**src/limit_flags_pkg.sv**
```systemverilog
// Package: register map, field positions and reset values of the limit status flags
// How it works
// - Both status registers reset to zero and ignore host writes.
// - A host read clears a latched bit only if its condition has gone.
// - Rail out of limit sets primary bits 0 to 3 and secondary bit 0.
// - With the shared pin in thermal mode, primary bit 0 flags timer overrun.
// - Primary bit 4 flags the first remote temperature out of limit.
// - Primary bit 5 flags the local temperature out of limit.
// - Primary bit 6 flags the second remote temperature out of limit.
// - Primary bit 7 is the OR of all secondary register bits.
// - Secondary bit 1 is the OR of the third status register.
// - Secondary bits 2 to 4 flag fans one to three slow or stalled.
// - A fan flag is never set while its drive output is off.
// - In tach mode secondary bit 5 flags fan four, suppressed by drive three off.
// - In thermal timer mode secondary bit 5 flags timer limit exceeded.
// - Secondary bit 6 flags an open or short first diode.
// - Secondary bit 7 flags an open or short second diode.
// - High violation is reading above limit; low violation is reading at or below.
package limit_flags_pkg;
  // Register indices; byte address is four times the index
  localparam logic [7:0]  IDX_PRIMARY    = 8'h41;
  localparam logic [7:0]  IDX_SECONDARY  = 8'h42;
  localparam logic [11:0] ADDR_PRIMARY   = {2'h0, IDX_PRIMARY, 2'h0};
  localparam logic [11:0] ADDR_SECONDARY = {2'h0, IDX_SECONDARY, 2'h0};
  localparam logic [11:0] ADDR_CONFIG    = 12'h110;
  localparam logic [11:0] ADDR_IRQ_STAT  = 12'h114;
  localparam logic [11:0] ADDR_IRQ_MASK  = 12'h118;
  localparam logic [7:0]  STATUS_RESET   = 8'h00;
  localparam logic [1:0]  CONFIG_RESET   = 2'h0;
  localparam logic [15:0] IRQ_RESET      = 16'h0000;
  // Config fields
  localparam int CFG_PRI_THERMAL = 0;
  localparam int CFG_SEC_THERMAL = 1;
  // Primary fields
  localparam int PRI_RAIL_LO   = 0;
  localparam int PRI_RAIL_HI   = 3;
  localparam int PRI_REMOTE1   = 4;
  localparam int PRI_LOCAL     = 5;
  localparam int PRI_REMOTE2   = 6;
  localparam int PRI_SUMMARY   = 7;
  // Secondary fields
  localparam int SEC_RAIL5     = 0;
  localparam int SEC_SUMMARY   = 1;
  localparam int SEC_TACH_ONE  = 2;
  localparam int SEC_TACH_FOUR = 5;
  localparam int SEC_DIODE1    = 6;
  localparam int SEC_DIODE2    = 7;
  // Measurement channels: 0..4 rails, 5 remote one, 6 local, 7 remote two
  localparam int CH_RAIL5      = 4;
  localparam int CH_TEMP_FIRST = 5;
  localparam int CH_NUM        = 8;
  localparam logic [1:0] RESP_OKAY   = 2'h0;
  localparam logic [1:0] RESP_SLVERR = 2'h2;
endpackage : limit_flags_pkg

```
**src/monitor_limit_status_flags.sv**
```systemverilog
// Module: latched out-of-limit status registers with AXI4-Lite access and interrupt
//
// Local design decision: the AXI4-Lite slave port.
`timescale 1ns/1ps
module monitor_limit_status_flags #(
  parameter int DATA_W = 8
) (
  // Clock and reset
  input  wire logic                                          clk_sys,
  input  wire logic                                          sys_rst,
  // Measurement results, one done pulse per channel
  input  wire logic [limit_flags_pkg::CH_NUM-1:0]             meas_done,
  input  wire logic [limit_flags_pkg::CH_NUM-1:0][DATA_W-1:0] meas_reading,
  input  wire logic [limit_flags_pkg::CH_NUM-1:0][DATA_W-1:0] limit_low,
  input  wire logic [limit_flags_pkg::CH_NUM-1:0][DATA_W-1:0] limit_high,
  // Fan, thermal timer and diode conditions (levels)
  input  wire logic [3:0]                                     tach_slow,
  input  wire logic [2:0]                                     fan_drive_off,
  input  wire logic                                           thermal_timer_over,
  input  wire logic [1:0]                                     diode_fault,
  input  wire logic                                           tertiary_any,
  // AXI4-Lite slave
  input  wire logic                                           s_axi_awvalid,
  output logic                                                s_axi_awready,
  input  wire logic [11:0]                                    s_axi_awaddr,
  input  wire logic                                           s_axi_wvalid,
  output logic                                                s_axi_wready,
  input  wire logic [31:0]                                    s_axi_wdata,
  input  wire logic [3:0]                                     s_axi_wstrb,
  output logic                                                s_axi_bvalid,
  input  wire logic                                           s_axi_bready,
  output logic [1:0]                                          s_axi_bresp,
  input  wire logic                                           s_axi_arvalid,
  output logic                                                s_axi_arready,
  input  wire logic [11:0]                                    s_axi_araddr,
  output logic                                                s_axi_rvalid,
  input  wire logic                                           s_axi_rready,
  output logic [31:0]                                         s_axi_rdata,
  output logic [1:0]                                          s_axi_rresp,
  // Interrupt
  output logic                                                irq
);

  if (DATA_W < 2 || DATA_W > 16)
  begin : g_bad_width
    $error("DATA_W must lie between 2 and 16");
  end

  typedef struct packed {
    logic [7:0]  pri;
    logic [7:0]  sec;
    logic [limit_flags_pkg::CH_NUM-1:0] viol;
    logic [1:0]  cfg;
    logic [15:0] irq_st;
    logic [15:0] irq_mask;
    logic        aw_have;
    logic [11:0] aw_addr;
    logic        w_have;
    logic [31:0] w_data;
    logic [3:0]  w_strb;
    logic        bvalid;
    logic [1:0]  bresp;
    logic        rvalid;
    logic [31:0] rdata;
    logic [1:0]  rresp;
  } state_t;

  state_t s_q;
  state_t s_d;

  // Per-channel window comparison
  logic [limit_flags_pkg::CH_NUM-1:0] viol_now;
  for (genvar c = 0; c < limit_flags_pkg::CH_NUM; c++)
  begin : g_cmp
    if (c >= limit_flags_pkg::CH_TEMP_FIRST)
    begin : g_signed
      assign viol_now[c] = ($signed(meas_reading[c]) > $signed(limit_high[c])) ||
                           ($signed(meas_reading[c]) <= $signed(limit_low[c]));
    end
    else
    begin : g_unsigned
      assign viol_now[c] = (meas_reading[c] > limit_high[c]) ||
                           (meas_reading[c] <= limit_low[c]);
    end
  end

  logic [7:0]  pri_cond;
  logic [7:0]  sec_cond;
  logic [7:0]  pri_mask;
  logic [7:0]  sec_mask;
  logic [15:0] flags_new;
  logic        rd_pri;
  logic        rd_sec;
  logic        w_fire;
  logic [31:0] rd_word;
  logic [1:0]  rd_resp;
  logic [7:0]  pri_view;
  logic [7:0]  sec_view;

  // Readies drop while a write is held, so only one write is in flight
  assign s_axi_awready = !s_q.aw_have && !s_q.bvalid;
  assign s_axi_wready  = !s_q.w_have && !s_q.bvalid;
  assign s_axi_arready = !s_q.rvalid;
  assign s_axi_bvalid  = s_q.bvalid;
  assign s_axi_bresp   = s_q.bresp;
  assign s_axi_rvalid  = s_q.rvalid;
  assign s_axi_rdata   = s_q.rdata;
  assign s_axi_rresp   = s_q.rresp;
  assign irq           = |(s_q.irq_st & s_q.irq_mask);

  // Summary bits are live ORs, not latches
  assign sec_view = {s_q.sec[7:2], tertiary_any, s_q.sec[0]};
  assign pri_view = {|sec_view, s_q.pri[6:0]};

  always_comb
  begin
    s_d = s_q;
    // Violation state follows every completed measurement
    for (int c = 0; c < limit_flags_pkg::CH_NUM; c++)
    begin
      if (meas_done[c])
      begin
        s_d.viol[c] = viol_now[c];
      end
    end
    // Present conditions and new set requests
    pri_cond = 8'h00;
    sec_cond = 8'h00;
    pri_mask = 8'h00;
    sec_mask = 8'h00;
    pri_cond[limit_flags_pkg::PRI_RAIL_HI:1] = s_d.viol[3:1];
    pri_cond[0] = s_q.cfg[limit_flags_pkg::CFG_PRI_THERMAL] ?
                  thermal_timer_over : s_d.viol[0];
    pri_cond[limit_flags_pkg::PRI_REMOTE1] = s_d.viol[5];
    pri_cond[limit_flags_pkg::PRI_LOCAL]   = s_d.viol[6];
    pri_cond[limit_flags_pkg::PRI_REMOTE2] = s_d.viol[7];
    sec_cond[limit_flags_pkg::SEC_RAIL5] = s_d.viol[limit_flags_pkg::CH_RAIL5];
    sec_cond[4:2] = tach_slow[2:0] & ~fan_drive_off;
    sec_cond[limit_flags_pkg::SEC_TACH_FOUR] = s_q.cfg[limit_flags_pkg::CFG_SEC_THERMAL] ?
      thermal_timer_over : (tach_slow[3] && !fan_drive_off[2]);
    sec_cond[limit_flags_pkg::SEC_DIODE1] = diode_fault[0];
    sec_cond[limit_flags_pkg::SEC_DIODE2] = diode_fault[1];
    // Voltage and temperature bits set only on a measurement edge
    pri_mask[6:1] = meas_done[7:5] == 3'h0 && meas_done[3:1] == 3'h0 ? 6'h00 :
                    {meas_done[7:5], meas_done[3:1]};
    // In thermal mode bit 0 is set by the timer level on every cycle
    pri_mask[0]   = s_q.cfg[limit_flags_pkg::CFG_PRI_THERMAL] ? 1'b1 : meas_done[0];
    sec_mask      = {7'h7E, meas_done[limit_flags_pkg::CH_RAIL5]};
    sec_mask[limit_flags_pkg::SEC_SUMMARY] = 1'b0;
    // Read clears only bits whose condition has gone; set wins
    rd_pri = s_axi_arvalid && s_axi_arready && s_axi_araddr == limit_flags_pkg::ADDR_PRIMARY;
    rd_sec = s_axi_arvalid && s_axi_arready && s_axi_araddr == limit_flags_pkg::ADDR_SECONDARY;
    s_d.pri = (s_q.pri & ~({8{rd_pri}} & ~pri_cond)) | (pri_cond & pri_mask);
    s_d.sec = (s_q.sec & ~({8{rd_sec}} & ~sec_cond)) | (sec_cond & sec_mask);
    s_d.pri[limit_flags_pkg::PRI_SUMMARY] = 1'b0;
    s_d.sec[limit_flags_pkg::SEC_SUMMARY] = 1'b0;
    flags_new = {s_d.sec & ~s_q.sec, s_d.pri & ~s_q.pri};
    // Write channel
    if (s_axi_awvalid && s_axi_awready)
    begin
      s_d.aw_have = 1'b1;
      s_d.aw_addr = s_axi_awaddr;
    end
    if (s_axi_wvalid && s_axi_wready)
    begin
      s_d.w_have = 1'b1;
      s_d.w_data = s_axi_wdata;
      s_d.w_strb = s_axi_wstrb;
    end
    w_fire = s_q.aw_have && s_q.w_have;
    s_d.irq_st = s_q.irq_st;
    if (w_fire)
    begin
      s_d.aw_have = 1'b0;
      s_d.w_have  = 1'b0;
      s_d.bvalid  = 1'b1;
      s_d.bresp   = limit_flags_pkg::RESP_OKAY;
      if (s_q.aw_addr == limit_flags_pkg::ADDR_CONFIG)
      begin
        if (s_q.w_strb[0])
        begin
          s_d.cfg = s_q.w_data[1:0];
        end
      end
      else if (s_q.aw_addr == limit_flags_pkg::ADDR_IRQ_STAT)
      begin
        if (s_q.w_strb[0])
        begin
          s_d.irq_st[7:0] = s_q.irq_st[7:0] & ~s_q.w_data[7:0];
        end
        if (s_q.w_strb[1])
        begin
          s_d.irq_st[15:8] = s_q.irq_st[15:8] & ~s_q.w_data[15:8];
        end
      end
      else if (s_q.aw_addr == limit_flags_pkg::ADDR_IRQ_MASK)
      begin
        if (s_q.w_strb[0])
        begin
          s_d.irq_mask[7:0] = s_q.w_data[7:0];
        end
        if (s_q.w_strb[1])
        begin
          s_d.irq_mask[15:8] = s_q.w_data[15:8];
        end
      end
      else if (s_q.aw_addr == limit_flags_pkg::ADDR_PRIMARY ||
               s_q.aw_addr == limit_flags_pkg::ADDR_SECONDARY)
      begin
        s_d.bresp = limit_flags_pkg::RESP_OKAY;
      end
      else
      begin
        s_d.bresp = limit_flags_pkg::RESP_SLVERR;
      end
    end
    s_d.irq_st = s_d.irq_st | flags_new;
    if (s_q.bvalid && s_axi_bready)
    begin
      s_d.bvalid = 1'b0;
    end
    // Read channel
    rd_word = 32'h0000_0000;
    rd_resp = limit_flags_pkg::RESP_OKAY;
    if (s_axi_araddr == limit_flags_pkg::ADDR_PRIMARY)
    begin
      rd_word[7:0] = pri_view;
    end
    else if (s_axi_araddr == limit_flags_pkg::ADDR_SECONDARY)
    begin
      rd_word[7:0] = sec_view;
    end
    else if (s_axi_araddr == limit_flags_pkg::ADDR_CONFIG)
    begin
      rd_word[1:0] = s_q.cfg;
    end
    else if (s_axi_araddr == limit_flags_pkg::ADDR_IRQ_STAT)
    begin
      rd_word[15:0] = s_q.irq_st;
    end
    else if (s_axi_araddr == limit_flags_pkg::ADDR_IRQ_MASK)
    begin
      rd_word[15:0] = s_q.irq_mask;
    end
    else
    begin
      rd_resp = limit_flags_pkg::RESP_SLVERR;
    end
    if (s_axi_arvalid && s_axi_arready)
    begin
      s_d.rvalid = 1'b1;
      s_d.rdata  = rd_word;
      s_d.rresp  = rd_resp;
    end
    else if (s_q.rvalid && s_axi_rready)
    begin
      s_d.rvalid = 1'b0;
    end
  end

  always_ff @(posedge clk_sys or posedge sys_rst)
  begin
    if (sys_rst)
    begin
      s_q          <= '0;
      s_q.pri      <= limit_flags_pkg::STATUS_RESET;
      s_q.sec      <= limit_flags_pkg::STATUS_RESET;
      s_q.cfg      <= limit_flags_pkg::CONFIG_RESET;
      s_q.irq_st   <= limit_flags_pkg::IRQ_RESET;
      s_q.irq_mask <= limit_flags_pkg::IRQ_RESET;
    end
    else
    begin
      s_q <= s_d;
    end
  end
endmodule : monitor_limit_status_flags

```
**config.mk**
```make
export PLATFORM = sky130hd
export DESIGN_NAME = monitor_limit_status_flags
export DESIGN_NICKNAME = d
export VERILOG_FILES = /design/src/limit_flags_pkg.sv /design/src/monitor_limit_status_flags.sv
export SDC_FILE = /design/constraint.sdc
export NUM_CORES = 1
export LEC_CHECK = 0
export BUFFER_PORTS_ARGS = -buffer_cell sky130_fd_sc_hd__buf_2
export CAP_MARGIN = 10
export CORE_MARGIN = 3
export CORE_UTILIZATION = 45
export CTS_CLUSTER_DIAMETER = 80
export DETAILED_ROUTE_END_ITERATION = 8
export PLACE_DENSITY = 0.78
export SLEW_MARGIN = 20
export SYNTH_ARGS = -nofsm -noshare
export SYNTH_HDL_FRONTEND = slang
export SYNTH_SLANG_ARGS = --single-unit
```
**constraint.sdc**
```tcl
create_clock -name clk_sys -period 3.17 [get_ports clk_sys]
set_input_delay 0.1585 -clock clk_sys [delete_from_list [all_inputs] [get_ports clk_sys]]
set_output_delay 0.1585 -clock clk_sys [all_outputs]
set_load 0.02 [all_outputs]
```
Word-level counts from Yosys, hierarchy flattened
Index checks and enable logic that the tools add are counted.
- order comparisons: 16
- equality and inequality tests: 10
- multiplexer cells: 45
- bitwise gates (word level): 26
- reduce and logical (&&, ||, !) cells: 37
- operator list (operator ; count):
    $eq 12x9->1 const B ; 10
    $mux 16 ; 5
    $gt 8x8->1 ; 8
    $le 8x8->1 ; 8
    $mux 8 ; 8
    $and 8x8->8 ; 6
    $not 8->8 ; 5
    $mux 37 ; 1
    $mux 33 ; 1
    $mux 32 ; 1
    $and 7x7->7 ; 3
    $mux 2 ; 10
    $and 16x16->16 ; 1
    $or 16x16->16 ; 1
    $reduce_or 16->1 ; 1
    $mux 1 ; 15
    $mux 14 ; 1
    $not 7->7 ; 2
    $mux 13 ; 1
    $logic_and 1x1->1 ; 12
    $reduce_and 5->1 ; 2
    $logic_or 1x1->1 ; 9
    $and 7x8->8 ; 1
    $not 7->8 ; 1
    other kinds (12) ; 21
- register bits after elaboration: 128
- input port bits: 278
- output and inout port bits: 42
- word-level logic and storage cells: 151

Logic depth before layout (Yosys ltp)
- word-level depth: 11
- gate-level depth with buffers: 8
- depth with buffers taken out: 8

Least setup slack after synthesis
OpenSTA, ideal clock, no wires.
- kind: flip-flop to flip-flop
- start point: register s_q (netlist bit s_axi_bvalid)
- end point: register s_q[38] in the netlist's numbering
- setup time: 125 ps
- arrival: 1746 ps
- required time: 3045 ps
- slack: 1300 ps
- stages on the path, launching flop included: 6
- buffers on the path: 2
- period minus slack after synthesis: 1870 ps
- cells stage by stage: dfrtp_1 -> nor2_1 -> and2_1 -> buf_2 -> buf_2 -> mux2_2
- longest elaborated chain between the ends: 3
- ends and longest elaborated chain (what ; line ; RTL):
    start, declared ; monitor_limit_status_flags.sv:68 ; state_t s_q;
    $logic_not 1->1 ; monitor_limit_status_flags.sv:102 ; assign s_axi_wready = !s_q.w_have && !s_q.bvalid;
    $logic_and 1x1->1 ; monitor_limit_status_flags.sv:102 ;
    net s_axi_wready ; monitor_limit_status_flags.sv:27 ; output logic s_axi_wready,
    $logic_and 1x1->1 ; monitor_limit_status_flags.sv:164 ; if (s_axi_wvalid && s_axi_wready)
The timed path passes the listed nets, and every way through them passes these cells.
A chain may end at the register's enable or synchronous reset.

Worst setup path in the final report
- start point: register s_q[85] in the netlist's numbering
- end point: register s_q[120] in the netlist's numbering
- longest elaborated chain between the ends: 2
- ends and longest elaborated chain (what ; line ; RTL):
    $eq 12x9->1 ; monitor_limit_status_flags.sv:178 ; if (s_q.aw_addr == limit_flags_pkg::ADDR_CONFIG)
    $reduce_and 3->1 (no line) ; -- ;
Every way passes these cells.

==> impl_metrics.csv <==
group,metric,value,unit
logic_synthesis,yosys_warnings,0,
floorplanning,die_area,0.0200,sq mm
logic_synthesis,syn_area,0.00825,sq mm
drt,finalWirelength,21.0,mm
floorplanning,num_rows,48,
clock_network,path_clk_slew,70,ps
logic_synthesis,synth_common_cells,"inv_1 (141), ha_1 (128), dfrtp_1 (108)",
worst_setup_path,cp.required,3410,ps
logic_synthesis,synth_edf_count,0,
place,hpwl,17.4,mm
floorplanning,die_width,141,um
logic_synthesis,ys.flop_type,"dfrtp_1",
clock_network,post-cts-setup-buffers,0,
logic_synthesis,synth.distinct_cells,63,
floorplanning,initial_utilization,46.9,%
clock_network,clkSinkCount,108,
timing,setup_tns,0,ps
drt,dr_wl_met3,1.38,mm
worst_setup_path,critPathCaptureType,"flip-flop",
drt,drt-pass1-iter-count,5,
logic_synthesis,yosysTopAreaCell,"dfrtp_1",
layout,syn_to_final_growth,21.7,%
drt,highest_layer,"met4",
timing,rsz0062_at_grt,"false",
worst_setup_path,cpMaxStageDelayCell,"dfrtp_1",
drt,wl_per_cell,15.1,um
grt,grt.overflow.total,0,
clock_network,ctsRootBufferMaster,"clkbuf_16",
power_and_ir_drop,p_leak,0.00536,uW
timing,slew_headroom,39.7,%
worst_setup_path,cp-start-kind,"flip-flop",
drt,drc,0,
layout,drive_gt1_share,30.6,%
layout,fillCellCount,1583,
worst_setup_path,crit_fanout,3,
power_and_ir_drop,peakVddDrop,0.605,mV
worst_hold_path,hp-class,"input port to flip-flop",
logic_synthesis,synth.avg_cell_area,9.27,sq um
logic_synthesis,yosys-top-cells-area,"dfrtp_1 (33%), ha_1 (19%), inv_1 (6.4%)",
worst_setup_path,crit_family,"simple AND/OR/NAND/NOR gates",
worst_setup_path,r2r_cells,5,
logic_synthesis,synth_top_cell_area_share,32.8,%
drt,avgViaCountPerCell,5.23,
power_and_ir_drop,power.density,421,mW/mm^2
worst_setup_path,path_depth,5,
clock_network,clock_path_buffers,2,
clock_network,cts_buffers,9,
worst_setup_path,r2r-start,"s_q[85]",
timing,setup_viol,0,
drt,met2_length,10.8,mm
floorplanning,dieHeight,141,um
grt,grt_max_degree,69,
place,port_buffers,283,
job,maxCapViolCount,0,
worst_setup_path,critPathKind,"flip-flop to flip-flop",
logic_synthesis,syn_inst,890,
timing,finalCritPeriodShare,59.1,%
timing,fin_crit,1870,ps
worst_setup_path,startpoint,"s_q[85]",
drt,drtIter0Drc,327,
logic_synthesis,synthMostInstantiatedCell,"inv_1",
place,routabilityCongestion,0.938,
logic_synthesis,synth-async-reset-ratio,100,%
timing,slew_viol_final,0,
worst_setup_path,r2r_end,"s_q[120]",
layout,fin_nets,1562,
timing,max_freq,534,MHz
worst_setup_path,critPathMaxStageDelay,400,ps
timing,tightest_slew,904,ps
timing,clock_skew,5.37,ps
logic_synthesis,ys_seq_area_share,32.8,%
floorplanning,coreArea,0.0176,sq mm
timing,hold_slack,8.95,ps
drt,vias,7264,
worst_hold_path,hold_start,"meas_done[2]",
grt,track_usage,20.0,%
layout,final-seq-area,0.00270,sq mm
clock_network,cts-htree-levels,3,
floorplanning,ios,320,
worst_setup_path,regToRegSetupSlack,1300,ps
layout,final_util,57.0,%
drt,ant_nets,0,
layout,multi_input_comb_area,0.00473,sq mm
worst_setup_path,cp.arrival,2110,ps
timing,hold_viol,0,
clock_network,clock_latency,350,ps
clock_network,cts_tree,"built",
worst_setup_path,path_cells,"nor4_2 -> and3_4 -> nand4_4 -> nor3b_4 -> mux2_1",
grt,first_global_vias,7176,
grt,grt_antenna_before_repair,2,
drt,wl_met1,8.46,mm
worst_setup_path,crit_buf_inv,0,
grt,grt_pass1_wl,33.1,mm
worst_setup_path,crit_path_end,"s_q[120]",
run_status,status,"completed",
logic_synthesis,ys_ff_latch,108,
-- layer usage --
| metal | GRT usage [%] | vias to the layer above |
|---|---|---|
| met5 | 0 | - |
| met4 | 4.95 | 0 |
| met3 | 3.81 | 24 |
| met2 | 36.5 | 241 |
| met1 | 24.3 | 3367 |
| li1 | - | 3632 |
-- cells in the final DEF (no fill, tap or decap), drive strengths merged, types with 5 or more instances in the layout --
cell / count
a2111oi: 5
a21oi: 53
a221oi: 5
a22o: 9
a22oi: 13
a31oi: 7
and3: 7
buf: 286
clkbuf: 10
conb: 18
dfrtp: 108
ha: 128
inv: 143
mux2: 48
nand2: 78
nand2b: 6
nand3: 7
nand4: 30
nor2: 33
nor2b: 16
nor3: 6
nor4: 5
o211ai: 14
o21ai: 53
o2bb2ai: 10
-- worst register-to-register path, stage by stage, from the launching register on --
cell     delay, ps
dfrtp_1        400
nor4_2         290
and3_4         270
nand4_4        180
nor3b_4        280
mux2_1         340
-- sequential cells by signal, summed over array words and instances, names as in the netlist --
register and cells:
pri_view 7, s_q 81, s_axi_rvalid 1, s_axi_rdata 16, s_axi_bresp 1, s_axi_bvalid 1
s_axi_rresp 1
-- worst min path at each step --
stage	to	cells after the start
floorplan	s_q[122]	1
global placement	s_q[75]	2
detailed placement	s_q[75]	2
CTS	s_q[124]	2
global route	s_q[124]	2
finish	s_q[124]	2
-- logic make-up (layout without fill, tap and decap cells) --
logic type	after synthesis	in the layout	share of synthesized area [%]
buf+inv	192	446	10.7
simple gates	205	205	13.7
flops	108	108	32.8
mux	50	50	7.16
fa+ha+maj	128	128	19.4
compound gates	206	206	16.2
other cells	1	20	0.0455
-- power breakdown --
part / switching, uW / total, uW / internal [uW]
clock network: 524 / 1150 / 622
logic: 574 / 1180 / 603
registers: 253 / 1900 / 1650
-- repair_timing --
action / 4_1_cts / 5_1_grt
setup endpoints to repair: 0 / 0
endpoints found under the hold margin: 42 / 0
hold buffers: 3 / 0
resized for setup: 0 / 0
-- through the flow --
step / cell area (sq um) / setup WS [ps] / cells / power [uW]
after floorplan: 8310 / 166 / 907 / 2690
after global placement: 9700 / 1260 / 1367 / 3040
after detailed placement: 9700 / 1230 / 1367 / 3100
after CTS: 10000 / 1250 / 1386 / 4240
after global routing: 10000 / 1150 / 1388 / 4500
final: 10000 / 1300 / 1388 / 4220
-- cell type report --
type / count / share of cell area [%]
diodes: 2 / 0.0499
clock buffers: 10 / 2.28
clock inverters: 6 / 0.723
inverters: 141 / 5.30
multi-input cells: 607 / 47.1
flip-flops and latches: 108 / 26.9
well taps: 225 / 2.81
repair buffers: 289 / 14.8
(Power assumes the default switching activity.)
